<file path="config.mk">
export PLATFORM = sky130hd
export DESIGN_NAME = ctp_regs
export DESIGN_NICKNAME = d
export VERILOG_FILES = /design/src/rtl/ctp_pkg.sv /design/src/rtl/ctp_regs.sv
export VERILOG_INCLUDE_DIRS = /design/src /design/src/rtl
export SDC_FILE = /design/constraint.sdc
export NUM_CORES = 1
export LEC_CHECK = 0
export BUFFER_PORTS_ARGS = -buffer_cell sky130_fd_sc_hd__buf_2
export CORE_MARGIN = 3
export CORE_UTILIZATION = 42
export DETAILED_ROUTE_END_ITERATION = 8
export PLACE_DENSITY = 0.75
export SYNTH_ARGS = -nofsm -noshare
export SYNTH_HDL_FRONTEND = slang
export SYNTH_SLANG_ARGS = --single-unit
</file>
<file path="constraint.sdc">
create_clock -name sys_clk_i -period 1.05 [get_ports sys_clk_i]
set_input_delay 0.105 -clock sys_clk_i [delete_from_list [all_inputs] [get_ports sys_clk_i]]
set_output_delay 0.105 -clock sys_clk_i [all_outputs]
set_load 0.005 [all_outputs]
</file>
<file path="src/rtl/ctp_defs.svh">
// Register offsets, field positions, reset values and encodings for the thermal profile bank
`ifndef CTP_DEFS_SVH
`define CTP_DEFS_SVH

`define CTP_ADDR_PROFILE_CTRL   8'h1C
`define CTP_ADDR_STATUS_ZERO    8'h1D
`define CTP_ADDR_STATUS_ONE     8'h1E

`define CTP_PROFILE_RESET       8'h3F
`define CTP_STATUS_RESET        8'h00
`define CTP_PROFILE_WMASK       8'h7F

`define CTP_MIRROR_BIT          6
`define CTP_PW_VOLT_HI          5
`define CTP_PW_VOLT_LO          4
`define CTP_PW_CURR_HI          3
`define CTP_PW_CURR_LO          2
`define CTP_PC_CURR_HI          1
`define CTP_PC_CURR_LO          0

`define CTP_OFS_MINUS_300       2'h0
`define CTP_OFS_MINUS_200       2'h1
`define CTP_OFS_MINUS_100       2'h2
`define CTP_OFS_NONE            2'h3

`define CTP_CUR_SUSPEND         2'h0
`define CTP_CUR_PCT20           2'h1
`define CTP_CUR_PCT40           2'h2
`define CTP_CUR_FULL            2'h3

`define CTP_SRC_NONE            3'h0
`define CTP_SRC_UNKNOWN         3'h4

`endif

</file>
<file path="src/rtl/ctp_pkg.sv">
// Types shared by the thermal profile and status register bank
package ctp_pkg;

	// Temperature zone as reported by the thermistor comparators
	typedef enum logic [2:0] {
		CTP_ZONE_NORMAL,
		CTP_ZONE_COLD,
		CTP_ZONE_HOT,
		CTP_ZONE_COOL,
		CTP_ZONE_WARM,
		CTP_ZONE_PRECOOL,
		CTP_ZONE_PREWARM,
		CTP_ZONE_FAULT
	} ctp_zone_t;

	// Charge phase field encoding
	typedef enum logic [1:0] {
		CTP_PHASE_IDLE,
		CTP_PHASE_CC,
		CTP_PHASE_CV,
		CTP_PHASE_TOPOFF
	} ctp_phase_t;

endpackage : ctp_pkg

</file>
<file path="src/rtl/ctp_regs.sv">
// Thermal profile control and charger status register bank
//
// Functional notes
// - Mirror bit copies warm offsets into cool zones
// - Pre-warm voltage offset: -300/-200/-100/none
// - Pre-warm current: suspend/20%/40%/unchanged
// - Pre-cool current uses the same encoding
// - Control register resets to 3Fh, bit7 zero
// - ADC done only in one-shot, else zero
// - Bit 5 shows die thermal regulation
// - Bit 4 shows minimum system regulation
// - Bit 3 shows input or pin current loop
// - Bit 2 shows input voltage regulation
// - Bit 1 shows charge safety timer expiry
// - Bit 0 shows watchdog timer expiry
// - Bits 4:3 report the charge phase
// - Bits 2:0 report the input source
// - Status registers read-only, reset zero
// - Warm offset uses same voltage encoding
// - Phase change raises the change flag
`include "ctp_defs.svh"
`timescale 1ns/1ps
`default_nettype none

module ctp_regs (
	input  wire logic                sys_clk_i,                 // 200 MHz system clock
	input  wire logic                srst_i,                    // Synchronous reset, high
	input  wire logic                reg_reset_i,               // Register reset event pulse
	input  wire logic                wr_en_i,                   // Serial-bus write strobe
	input  wire logic                rd_en_i,                   // Serial-bus read strobe
	input  wire logic [7:0]          addr_i,                    // Register address
	input  wire logic [7:0]          wdata_i,                   // Write data
	input  wire logic [1:0]          warm_voltage_offset_i,     // Warm offset from neighbour register
	input  wire ctp_pkg::ctp_zone_t  zone_i,                    // Present temperature zone
	input  wire logic                adc_one_shot_i,            // ADC in one-shot mode
	input  wire logic                adc_conv_done_i,           // One-shot conversion finished
	input  wire logic                thermal_reg_active_i,      // Die thermal loop active
	input  wire logic                forward_mode_i,            // Device in forward mode
	input  wire logic                min_sys_reg_active_i,      // Battery below minimum system
	input  wire logic                input_current_reg_i,       // Input current loop active
	input  wire logic                current_limit_pin_reg_i,   // Limit-pin loop active
	input  wire logic                input_voltage_reg_i,       // Input voltage loop active
	input  wire logic                charge_timer_expired_i,    // Safety timer expired
	input  wire logic                watchdog_expired_i,        // Watchdog timer expired
	input  wire ctp_pkg::ctp_phase_t charge_phase_i,            // Live charge phase
	input  wire logic [2:0]          input_source_i,            // Live input source code
	output logic      [7:0]          rdata_o,                   // Read data
	output logic                     rvalid_o,                  // Read data valid pulse
	output logic      [1:0]          charge_voltage_offset_o,   // Active regulation offset code
	output logic      [1:0]          charge_current_scale_o,    // Active current scale code
	output logic                     charge_phase_change_flag_o // Phase change pulse
);
	import ctp_pkg::*;

	logic [7:0] profile_ctrl;      // Control register storage
	logic [7:0] status_zero;       // Live status snapshot
	logic [7:0] status_one;        // Live phase and source snapshot
	logic [1:0] phase_prev;        // Last sampled phase
	logic [1:0] next_voltage;      // Offset for present zone
	logic [1:0] next_current;      // Scale for present zone
	logic [7:0] next_rdata;        // Read mux result

	// Mirror bit and field extraction
	wire logic       mirror     = profile_ctrl[`CTP_MIRROR_BIT];
	wire logic [1:0] pw_volt    = profile_ctrl[`CTP_PW_VOLT_HI:`CTP_PW_VOLT_LO];
	wire logic [1:0] pw_curr    = profile_ctrl[`CTP_PW_CURR_HI:`CTP_PW_CURR_LO];
	wire logic [1:0] pc_curr    = profile_ctrl[`CTP_PC_CURR_HI:`CTP_PC_CURR_LO];

	// Control register; register reset restores defaults, bit 7 stays zero
	always_ff @(posedge sys_clk_i) begin
		if (srst_i || reg_reset_i) begin
			profile_ctrl <= `CTP_PROFILE_RESET;
		end else if (wr_en_i && addr_i == `CTP_ADDR_PROFILE_CTRL) begin
			profile_ctrl <= wdata_i & `CTP_PROFILE_WMASK;
		end
	end

	// Status zero mirrors live conditions; writes never touch it
	always_ff @(posedge sys_clk_i) begin
		if (srst_i) begin
			status_zero <= `CTP_STATUS_RESET;
		end else begin
			status_zero[7] <= 1'b0;
			// Continuous mode forces zero
			status_zero[6] <= adc_one_shot_i & adc_conv_done_i;
			status_zero[5] <= thermal_reg_active_i;
			status_zero[4] <= forward_mode_i & min_sys_reg_active_i;
			status_zero[3] <= forward_mode_i &
				(input_current_reg_i | current_limit_pin_reg_i);
			status_zero[2] <= forward_mode_i & input_voltage_reg_i;
			status_zero[1] <= charge_timer_expired_i;
			status_zero[0] <= watchdog_expired_i;
		end
	end

	// Status one: phase and source, upper bits zero
	always_ff @(posedge sys_clk_i) begin
		if (srst_i) begin
			status_one <= `CTP_STATUS_RESET;
		end else begin
			status_one <= {3'h0, charge_phase_i, input_source_i};
		end
	end

	// Phase change detection against the previous sample
	always_ff @(posedge sys_clk_i) begin
		if (srst_i) begin
			phase_prev                 <= 2'h0;
			charge_phase_change_flag_o <= 1'b0;
		end else begin
			phase_prev                 <= charge_phase_i;
			charge_phase_change_flag_o <= (phase_prev != charge_phase_i);
		end
	end

	// Zone-dependent regulation selection
	always_comb begin
		next_voltage = `CTP_OFS_NONE;
		next_current = `CTP_CUR_FULL;
		unique case (zone_i)
			CTP_ZONE_PREWARM: begin
				next_voltage = pw_volt;
				next_current = pw_curr;
			end
			CTP_ZONE_PRECOOL: begin
				next_voltage = mirror ? pw_volt : `CTP_OFS_NONE;
				next_current = pc_curr;
			end
			CTP_ZONE_COOL: begin
				// Cool current belongs to another register; only voltage here
				next_voltage = mirror ? warm_voltage_offset_i : `CTP_OFS_NONE;
			end
			CTP_ZONE_WARM: begin
				next_voltage = warm_voltage_offset_i;
			end
			CTP_ZONE_COLD, CTP_ZONE_HOT, CTP_ZONE_FAULT: begin
				// Charging stops in these zones
				next_current = `CTP_CUR_SUSPEND;
			end
			CTP_ZONE_NORMAL: begin
				// Normal zone keeps full regulation
				next_voltage = `CTP_OFS_NONE;
			end
		endcase
	end

	// Registered regulation outputs
	always_ff @(posedge sys_clk_i) begin
		if (srst_i) begin
			charge_voltage_offset_o <= `CTP_OFS_NONE;
			charge_current_scale_o  <= `CTP_CUR_FULL;
		end else begin
			charge_voltage_offset_o <= next_voltage;
			charge_current_scale_o  <= next_current;
		end
	end

	// Read mux; unmapped addresses read zero
	always_comb begin
		unique case (addr_i)
			`CTP_ADDR_PROFILE_CTRL: next_rdata = profile_ctrl;
			`CTP_ADDR_STATUS_ZERO:  next_rdata = status_zero;
			`CTP_ADDR_STATUS_ONE:   next_rdata = status_one;
			default:                next_rdata = 8'h00;
		endcase
	end

	// Read data registered one cycle after the strobe, held until the next read
	always_ff @(posedge sys_clk_i) begin
		if (srst_i) begin
			rdata_o  <= 8'h00;
			rvalid_o <= 1'b0;
		end else begin
			rvalid_o <= rd_en_i;
			if (rd_en_i) begin
				rdata_o <= next_rdata;
			end
		end
	end

endmodule : ctp_regs

`default_nettype wire

</file>
==> results.ini <==
[run_status]
status=complete, but fails checks
failed_checks=setup timing

[finish]
layout.nets=265
fin_util_pct=66.6
drive_gt1_share_pct=44.0
synthToLayoutAreaGrowth_pct=49.8
antenna_cells=0
fill_cells=262

[synth]
ys_seq_area_share_pct=46.4
yosysTopAreaCellShare_pct=46.4
async_reset_ff_share_pct=0
synth_fp_nets=181
synth_area_per_cell_um2=9.86
synth_edf_count=0
synth_cell_types=37
syn_area_um2=1380
ys.flop_type=dfxtp_1
yosys-top-cells-area=dfxtp_1 (46%), nor2b_1 (7.3%), mux2_2 (5.7%)
syn_inst=140
yosys_warnings=0
synth_top_area_cell=dfxtp_1
yosys-top-cells-count=dfxtp_1 (32), nor2b_1 (16), a31oi_1 (11)
yosysMostFrequentCell=dfxtp_1
ys_seq_elements=32

[global_route]
grt_pass1_vias=1497
grt.overflow.total=0
grt_pass1_wl_um=6580
grt_max_degree=15
grt_antenna_before_repair=0
grt_usage_pct=20.8

[worst_setup_path]
worst-setup-path-type=reg -> reg
worstSetupEndpointType=register
startpoint=profile_ctrl[4]$_SDFFE_PP1P_
cpPeakStageDelay_ps=350
r2r_setup_slack_ps=-8
cp_cell_sequence=mux2_4, a221oi_2, nor3_1
critPathBufInv=0
reg2reg_to=rdata_o[4]$_SDFFE_PP0P_
worstPathMaxFanout=3
path_delay_family=flip-flops
critPathLaunchType=register
cp_data_arrival_time_ps=1290
critPathSlowestCell=dfxtp_2
required_ps=1290
reg2reg_depth=3
r2r_start=profile_ctrl[4]$_SDFFE_PP1P_

[worst_hold_path]
hold_depth=2
min_from=warm_voltage_offset_i[1]
min_to=charge_voltage_offset_o[1]$_SDFF_PP1_
hold_class=in -> reg

[sta]
rsz0062_at_grt=true
fin_skew_ps=6.87
finalCriticalPeriod_ps=1060
drv_slew=0
final.period_utilization_pct=101
max_freq_ghz=0.945
tns_ps=-8.05
setup_viol=1
hold_viol=0
fin_ws_ps=-8.05

[route]
drt_iter0_drc=113
firstDrtPassIters=4
wl_per_cell_um=14.3
viasPerCell=5.38
drtAntennaViolNets=0
dr_total_vias=1447
routed_wl_um=3850
drc_errors=0

[floorplan]
placementRows=20
design.die.area_um2=4010
fp.dieH_um=63.3
initial_core_util_pct=44.5
ioPinCount=55
design.core.area_um2=3100
die_x_um=63.3

[clock_tree]
cts_sinks=32
clk_path_buf_depth=2
clk_pin_slew_ps=90
tritoncts=done
clk-insertion-delay-late_ps=340
cts_max_level=2
cts_buffers=5
cts-root-buf=clkbuf_4

[place]
port_buffers=52
dp_slack_ps=-134
dp_hpwl_um=2810
gp_congestion=0.949

[power_and_ir_drop]
peakVddDrop_mv=1.06
p_leak_uw=0.000884
p_total_uw=2550
power_density_nw_per_um2=1230

[flow_run]
drv_cap=0

[sequential cells by signal (all words and copies together) (netlist names)]
signal / flops
status_one: 5
profile_ctrl: 7
charge_current_scale_o: 2
charge_phase_change_flag_o: 1
status_zero: 7
rdata_o: 7
rvalid_o: 1
charge_voltage_offset_o: 2
[logic make-up after synthesis]
family,after synthesis,share of synthesized area [%]
buffers and inverters,10,4.17
multiplexers,7,5.71
AND/OR/NAND/NOR,48,21.7
other,1,0.272
flip-flops,32,46.4
AO/OA/AOI/OAI,39,19.9
XOR/XNOR,3,1.90
[power breakdown]
group	switching (uW)	internal, uW	leakage (uW)
sequential	12.1	1250	0.000262
clock	411	499	0.0000422
combinational	168	210	0.000579
[routing by layer]
metal  GRT usage (%)  share of wire, %  vias to the layer above
met5               0                 0                        -
li1                -                 -                      694
met2            37.5                52                       60
met3            7.31               9.0                        7
met1            21.9                38                      686
met4            7.82               1.3                        0
[stage by stage]
stage / cell area [um2] / hold slack, ps / cells
2_1_floorplan: 1420 / 233 / 140
3_3_place_gp: 1830 / 314 / 247
3_5_place_dp: 1830 / 324 / 247
4_1_cts: 2040 / 0.736 / 268
5_1_grt: 2070 / 5.70 / 269
6_report: 2070 / 7.40 / 269
[worst max-delay path by stage]
| stage | endpoint | slack [ps] | cells after the start |
|---|---|---|---|
| 2_1_floorplan | profile_ctrl[0]$_SDFFE_PP1P_ | -70 | 5 |
| 3_3_place_gp | profile_ctrl[0]$_SDFFE_PP1P_ | -100 | 4 |
| 3_5_place_dp | rdata_o[4]$_SDFFE_PP0P_ | -130 | 4 |
| 4_1_cts | rdata_o[4]$_SDFFE_PP0P_ | -0.5 | 3 |
| 5_1_grt | rdata_o[4]$_SDFFE_PP0P_ | -20 | 3 |
| 6_report | rdata_o[4]$_SDFFE_PP0P_ | -8 | 3 |
[layout make-up]
type                       instances  area, um2  share of cell area, %
multi-input combinational         98        742                   35.9
sequential                        32        643                   31.1
timing repair buffer              85        543                   26.3
tap                               44       55.1                   2.66
clock buffer                       6       41.3                   2.00
clock inverter                     2       35.0                   1.69
inverter                           2       7.51                  0.363
[layout by cell type (no fill, tap or decap), drive strengths merged, types with 2 or more instances in the layout]
cell type	count
buf	71
dfxtp	32
nor2b	16
dlygate4sd3	14
a31oi	11
mux2	7
nor4	6
o21ai	6
nor3	6
clkbuf	6
a21boi	5
a221oi	5
nor2	4
and3	3
a21oi	3
nand4	3
nand2b	3
inv	2
xnor2	2
a22o	2
a221o	2
nand2	2
o211ai	2
[repair_timing]
item	in CTS	in global routing
hold endpoints to repair	11	1
resized for setup	3	3
endpoints found under the setup margin	1	3
hold buffers	13	1
buffers inserted	0	0
pin swaps	1	0
cloned	0	0
(Power assumes the default switching activity.)
